**src/hw/uedb_pkg.sv**
```systemverilog
// package for the endpoint descriptor register bank
// assumes one clock domain and an 8-bit firmware data bus with 16-bit addresses
package uedb_pkg;
  localparam int          NUM_EP       = 4;
  localparam logic [3:0]  DESC_HI      = 4'hf;
  localparam logic [4:0]  DESC_ZERO    = 5'h00;
  localparam logic [3:0]  BUF_PREFIX   = 4'he;
  localparam logic [2:0]  ENT_CFG      = 3'h0;
  localparam logic [2:0]  ENT_XBASE    = 3'h1;
  localparam logic [2:0]  ENT_XCNTL    = 3'h2;
  localparam logic [2:0]  ENT_XCNTH    = 3'h3;
  localparam logic [2:0]  ENT_SIZE     = 3'h4;
  localparam logic [2:0]  ENT_YBASE    = 3'h5;
  localparam logic [2:0]  ENT_YCNTL    = 3'h6;
  localparam logic [2:0]  ENT_YCNTH    = 3'h7;
  localparam int          CFG_SECMEM   = 0;
  localparam int          CFG_TOGCLR   = 1;
  localparam int          CFG_TIRQ     = 2;
  localparam int          CFG_STALL    = 3;
  localparam int          CFG_DOUBLE_BUFFER_ENABLE     = 4;
  localparam int          CFG_TOGGLE   = 5;
  localparam int          CFG_NIRQ     = 6;
  localparam int          CFG_BMEN     = 7;
  localparam logic [7:0]  CFG_RW_MASK  = 8'hdd;
  localparam logic [7:0]  REG_RESET    = 8'h00;
  localparam logic [10:0] MAX_PKT_HS   = 11'h200;
  localparam logic [10:0] MAX_PKT_FS   = 11'h040;
endpackage

```
**src/hw/uedb_bank.sv**
```systemverilog
// endpoint descriptor register bank, endpoints 1..4 in and out
// assumes firmware bus and buffer manager events are on clk
//
// Summary of operation
// RULE1 - four in and four out endpoints, 1..4
// RULE2 - each holds X, Y buffer and status
// RULE3 - firmware picks double buffering per endpoint
// RULE4 - double buffering off after reset, X only
// RULE5 - address F, zeros, endpoint, direction, entry
// RULE6 - entry select maps the eight registers
// RULE7 - buffer address is E, base, four zeros
// RULE8 - max packet 512 high, 64 full speed
// RULE9 - bit 2 enables completion interrupt
// RULE10 - bit 3 makes endpoint answer with stall
// RULE11 - bit 6 enables refusal interrupt
// RULE12 - toggle picks X or Y when double buffered
// RULE13 - bit 7 lets buffer manager use endpoint
// RULE14 - toggle hardware owned, clear bit reads zero
// RULE15 - configuration bits reset to zero
`timescale 1ns/1ns
module uedb_bank
  import uedb_pkg::*;
(
  input  wire logic        clk,
  input  wire logic        rst_n,
  input  wire logic [15:0] fw_addr,
  input  wire logic        fw_wr,
  input  wire logic        fw_rd,
  input  wire logic [7:0]  fw_wdata,
  output logic      [7:0]  fw_rdata,
  output logic             fw_hit,
  input  wire logic [2:0]  bm_ep,
  input  wire logic        bm_out,
  input  wire logic        bm_high_speed,
  input  wire logic        bm_xfer_done,
  input  wire logic        bm_nak,
  output logic             bm_enable,
  output logic             bm_stall,
  output logic             bm_use_y,
  output logic      [15:0] bm_buf_addr,
  output logic      [10:0] bm_max_pkt,
  output logic             bm_secondary,
  output logic             ep_irq
);

  // ***********************************************
  // state
  // ***********************************************
  typedef logic [7:0] uedb_byte_t;
  typedef struct packed {
    uedb_byte_t [1:0][NUM_EP-1:0][7:0] regs;
    logic [7:0]  rdata;
    logic        hit;
    logic        en;
    logic        stall;
    logic        use_y;
    logic [15:0] baddr;
    logic [10:0] maxp;
    logic        sec;
    logic        irq;
  } uedb_state_t;

  uedb_state_t s_r;
  uedb_state_t s_nxt;

  // ***********************************************
  // decode and update
  // ***********************************************
  logic       fw_sel;
  logic       fw_dir;
  logic [1:0] fw_ep;
  logic [2:0] fw_ent;
  logic       bm_sel;
  logic [1:0] bm_idx;
  logic       bm_dir;
  logic [7:0] bm_cfg;
  logic       pick_y;

  always_comb
  begin
    s_nxt  = s_r;
    fw_dir = fw_addr[3];
    fw_ent = fw_addr[2:0];
    fw_ep  = 2'(fw_addr[6:4] - 3'h1);
    // only endpoints one to four answer inside the descriptor window
    fw_sel = 1'b0;
    if ((fw_addr[15:12] == DESC_HI) && (fw_addr[11:7] == DESC_ZERO)) // RULE5
    begin
      unique case (fw_addr[6:4])
        3'h1,
        3'h2,
        3'h3,
        3'h4:    fw_sel = 1'b1; // RULE1
        default: fw_sel = 1'b0;
      endcase
    end
    bm_sel = (bm_ep != 3'h0) && (bm_ep <= 3'h4); // RULE1
    bm_idx = 2'(bm_ep - 3'h1);
    bm_dir = bm_out;
    bm_cfg = s_r.regs[bm_dir][bm_idx][ENT_CFG];

    // hardware flips the toggle on each completed transaction
    if (bm_sel && bm_xfer_done)
      s_nxt.regs[bm_dir][bm_idx][ENT_CFG][CFG_TOGGLE] = ~bm_cfg[CFG_TOGGLE]; // RULE14

    s_nxt.hit   = fw_sel && (fw_rd || fw_wr);
    s_nxt.rdata = 8'h00;
    if (fw_sel && fw_rd)
    begin
      s_nxt.rdata = s_r.regs[fw_dir][fw_ep][fw_ent]; // RULE6 RULE2
      if (fw_ent == ENT_CFG)
        s_nxt.rdata[CFG_TOGCLR] = 1'b0; // RULE14
    end
    if (fw_sel && fw_wr)
    begin
      if (fw_ent == ENT_CFG)
      begin
        s_nxt.regs[fw_dir][fw_ep][ENT_CFG] = (fw_wdata & CFG_RW_MASK)
          | (s_nxt.regs[fw_dir][fw_ep][ENT_CFG] & ~CFG_RW_MASK); // RULE3 RULE14
        if (fw_wdata[CFG_TOGCLR])
          s_nxt.regs[fw_dir][fw_ep][ENT_CFG][CFG_TOGGLE] = 1'b0; // RULE14
      end
      else
        s_nxt.regs[fw_dir][fw_ep][fw_ent] = fw_wdata; // RULE6
    end

    pick_y      = bm_cfg[CFG_DOUBLE_BUFFER_ENABLE] && bm_cfg[CFG_TOGGLE]; // RULE12 RULE4
    s_nxt.en    = bm_sel && bm_cfg[CFG_BMEN]; // RULE13
    s_nxt.stall = bm_sel && bm_cfg[CFG_STALL]; // RULE10
    s_nxt.sec   = bm_sel && bm_cfg[CFG_SECMEM];
    s_nxt.use_y = bm_sel && pick_y;
    s_nxt.baddr = {BUF_PREFIX,
                   s_r.regs[bm_dir][bm_idx][pick_y ? ENT_YBASE : ENT_XBASE],
                   4'h0}; // RULE7
    s_nxt.maxp  = bm_high_speed ? MAX_PKT_HS : MAX_PKT_FS; // RULE8
    s_nxt.irq   = bm_sel && ((bm_xfer_done && bm_cfg[CFG_TIRQ])
                  || (bm_nak && bm_cfg[CFG_NIRQ])); // RULE9 RULE11
  end

  always_ff @(posedge clk or negedge rst_n)
  begin
    if (!rst_n)
      s_r <= '0; // RULE15 RULE4
    else
      s_r <= s_nxt;
  end

  assign fw_rdata     = s_r.rdata;
  assign fw_hit       = s_r.hit;
  assign bm_enable    = s_r.en;
  assign bm_stall     = s_r.stall;
  assign bm_use_y     = s_r.use_y;
  assign bm_buf_addr  = s_r.baddr;
  assign bm_max_pkt   = s_r.maxp;
  assign bm_secondary = s_r.sec;
  assign ep_irq       = s_r.irq;

endmodule

```
**config.mk**
```make
export PLATFORM = sky130hd
export DESIGN_NAME = uedb_bank
export DESIGN_NICKNAME = d
export VERILOG_FILES = /design/src/hw/uedb_pkg.sv /design/src/hw/uedb_bank.sv
export SDC_FILE = /design/constraint.sdc
export NUM_CORES = 1
export LEC_CHECK = 0
export ABC_AREA = 1
export BUFFER_PORTS_ARGS = -buffer_cell sky130_fd_sc_hd__buf_2
export CORE_MARGIN = 3
export CORE_UTILIZATION = 44
export CTS_BUF_LIST = sky130_fd_sc_hd__clkbuf_8
export CTS_CLUSTER_DIAMETER = 30
export CTS_CLUSTER_SIZE = 14
export DETAILED_ROUTE_END_ITERATION = 6
export HOLD_SLACK_MARGIN = 0.15
export PLACE_DENSITY = 0.63
export SLEW_MARGIN = 20
export SYNTH_ARGS = -nofsm -noshare
export SYNTH_HDL_FRONTEND = slang
export SYNTH_SLANG_ARGS = --single-unit
```
**constraint.sdc**
```tcl
create_clock -name clk -period 2.3 [get_ports clk]
set_clock_uncertainty 0.1 [all_clocks]
set_input_delay 0.345 -clock clk [delete_from_list [all_inputs] [get_ports clk]]
set_output_delay 0.345 -clock clk [all_outputs]
set_load 0.005 [all_outputs]
```
==> qor.csv <==
stage;metric;value;unit
synth;synth-simple-area-share;0.176;
routing;via_count;26300;
run;maxCapViolCount;0;
synth;synth_compound_area_frac;0.231;
worst_hold_path;min_path_type;in2reg;
cts;post-cts-setup-buffers;0;
pwr;vdd_drop_max;0.528;mV
place;portBuffers;61;
setup_path;cp-start-kind;input port;
sta;min_period_over_period;0.986;
sta;worst_pin_slew;1.00;ns
cts;clock_latency;0.80;ns
setup_path;path_class;in2reg;
final_layout;fin_nets;3964;
place;dp_cells;4593;
synth;muxShareOfSynthArea;0;
synth;synth_cell_types;31;
synth;synth_edf_count;0;
cts;cts_root_buf;clkbuf_8;
floorplan;num_rows;91;
sta;finalWorstSetupSlack;0.0321;ns
sta;grt_setup_unrepaired;false;
final_layout;fin_area;34400;um2
floorplan;core;61900;um2
global_routing;grt_pass1_vias;25000;
pwr;total_power;25.0;mW
global_routing;grt_max_degree;83;
floorplan;chipHeight;257;um
setup_path;crit_start;fw_addr[3];
final_layout;final_common_cell;a21oi_1;
place;place.gp.congestion;0.929;
global_routing;grt_usage;0.286;
synth;avgSynthCellArea;7.49;um2
cts;cts_sinks;529;
place;hpwl;62100;um
place;dp_slack;-0.126;ns
final_layout;final-seq-area;13200;um2
synth;synthFlopType;dfrtp_1;
final_layout;areaGrowthSynthToFinish;24.5;%
global_routing;met3_usage;0.0643;
synth;ys_warn_count;0;
sta;finalSetupViolCount;0;
global_routing;antenna_found_initial;2;
sta;final.min_clock_period;2.27;ns
synth;synth_top_family_by_area;compound AO/OA/AOI/OAI gates;
setup_path;r2r_start;s_r[288];
floorplan;start_util;0.446;
routing;wirelength;94400;um
worst_hold_path;worstHoldStart;bm_ep[0];
global_routing;met1_usage;0.400;
synth;synth_seq_cells;529;
place;placed_area;31100;um2
setup_path;worst_ep_arrival_time;2.83;ns
synth;synthAdderAreaFrac;0.00498;
floorplan;die-area;65900;um2
final_layout;fin_cells;4859;
routing;initialDrtViolationCount;2750;
outcome;outcome;finished clean;
setup_path;cp-end-kind;flop;
sta;hold_viol;0;
cts;cts_tree;done;
global_routing;gr-usage-met2;0.434;
routing;drc;0;
cts;clk_pin_slew;0.04;ns
sta;slew_viol_final;0;
routing;via_per_inst;5.41;
final_layout;final_cell_mix;a21oi_1, dfrtp_1, nor2_1;
floorplan;ios;76;
sta;relSlewSlack;0.328;
cts;numCtsBuffers;134;
synth;postSynth.asyncResetShare;1.00;
synth;mappedNetlistArea;27600;um2
final_layout;multi_input_area;11800;um2
setup_path;cp.required;2.86;ns
sta;max_freq;441;MHz
final_layout;drive_gt1_frac;0.162;
synth;yosysSeqAreaShare;0.479;
routing;dr.pass1.iters;6;
synth;synth_cells;3688;
routing;wl_per_cell;19.4;um
global_routing;overflow;0;
pwr;pwr_density_cell;728;nW/um2
final_layout;fillCellCount;5824;
routing;ant_nets;0;
floorplan;dieWidth;257;um
pwr;leakagePower;16.7;nW
global_routing;grt-busiest-layer;met2;
setup_path;crit_fanout;22;
cts;cts-htree-levels;4;
cts;clockBufferDepth;3;
synth;synthXorXnorAreaFrac;0;
global_routing;grt_pass1_wl;147000;um
==> registers in the layout, indices dropped and copies added, names as in the netlist <==
register / cells
bm_buf_addr: 9
s_r: 504
bm_stall: 1
bm_max_pkt: 2
fw_rdata: 8
bm_secondary: 1
bm_use_y: 1
fw_hit: 1
ep_irq: 1
bm_enable: 1
==> worst max-delay path: stages <==
cell,delay (ns)
dlygate4sd3_1,0.59
buf_8,0.26
inv_6,0.10
buf_4,0.23
a21oi_1,0.13
o21ai_0,0.13
nand3_1,0.16
nand3_1,0.22
nand4_1,0.29
nand2_1,0.10
nor2_1,0.27
==> report_power, final <==
| part | internal [mW] | leakage [nW] | switching, mW |
|---|---|---|---|
| Sequential | 9.40 | 5.94 | 0.0238 |
| Clock | 8.12 | 1.61 | 4.87 |
| Combinational | 0.889 | 9.19 | 1.75 |
==> final timing paths <==
path,to,cells after the start,slack (ns)
max,fw_rdata[1],11,0.03
min,bm_secondary,5,0.26
max reg2reg,fw_rdata[7],8,0.36
min reg2reg,s_r[289],2,0.38
max in group asynchronous,s_r[541],4,0.91
min in group asynchronous,s_r[373],4,0.70
==> repair_timing <==
action / in CTS / in global routing
hold endpoints to repair: 861 / 0
setup endpoints to repair: 0 / 1
hold buffers: 26 / 0
resized for setup: 0 / 1
==> cells in the mapped netlist, types with 23 or more instances <==
master | number | share of area
buf_2 | 41 | 0.0074
o21ai_0 | 454 | 0.082
nor2_1 | 527 | 0.072
clkbuf_1 | 197 | 0.027
o211ai_1 | 48 | 0.013
buf_1 | 23 | 0.0031
o31ai_1 | 87 | 0.024
inv_1 | 445 | 0.060
nand3_1 | 230 | 0.042
dfrtp_1 | 529 | 0.48
buf_4 | 37 | 0.010
nand2_1 | 403 | 0.055
a21oi_1 | 596 | 0.11
==> per-stage QoR <==
stage / util / setup TNS (ns) / hold slack (ns)
2_1_floorplan: - / -7.05 / -0.0506
3_3_place_gp: 0.502 / -16.63 / 0.181
3_5_place_dp: 0.502 / -15.56 / 0.185
4_1_cts: 0.555 / 0 / 0.195
5_1_grt: 0.555 / 0 / 0.237
6_report: 0.555 / 0 / 0.259
==> kinds of logic (layout without fill, tap and decap cells) <==
group           after synthesis  after routing
fa+ha+maj                    11             11
simple gates               1193           1193
compound gates             1200           1200
flops                       529            529
buf+inv                     753           1073
other cells                   2             16
==> routing by layer <==
metal	up-vias	wire length, um
met5	-	0
li1	12600	-
met4	0	2860
met3	192	8600
met1	12400	40900
met2	1153	42000
==> layout make-up <==
cell class / instances / share of cell area
well taps: 837 / 0.0304
clock inverters: 73 / 0.0221
flip-flops and latches: 529 / 0.385
repair buffers: 379 / 0.104
inverters: 455 / 0.0499
clock buffers: 166 / 0.0664
multi-input cells: 2419 / 0.343
diodes: 1 / 0.0000727
Power figures use the tool's default switching activity.
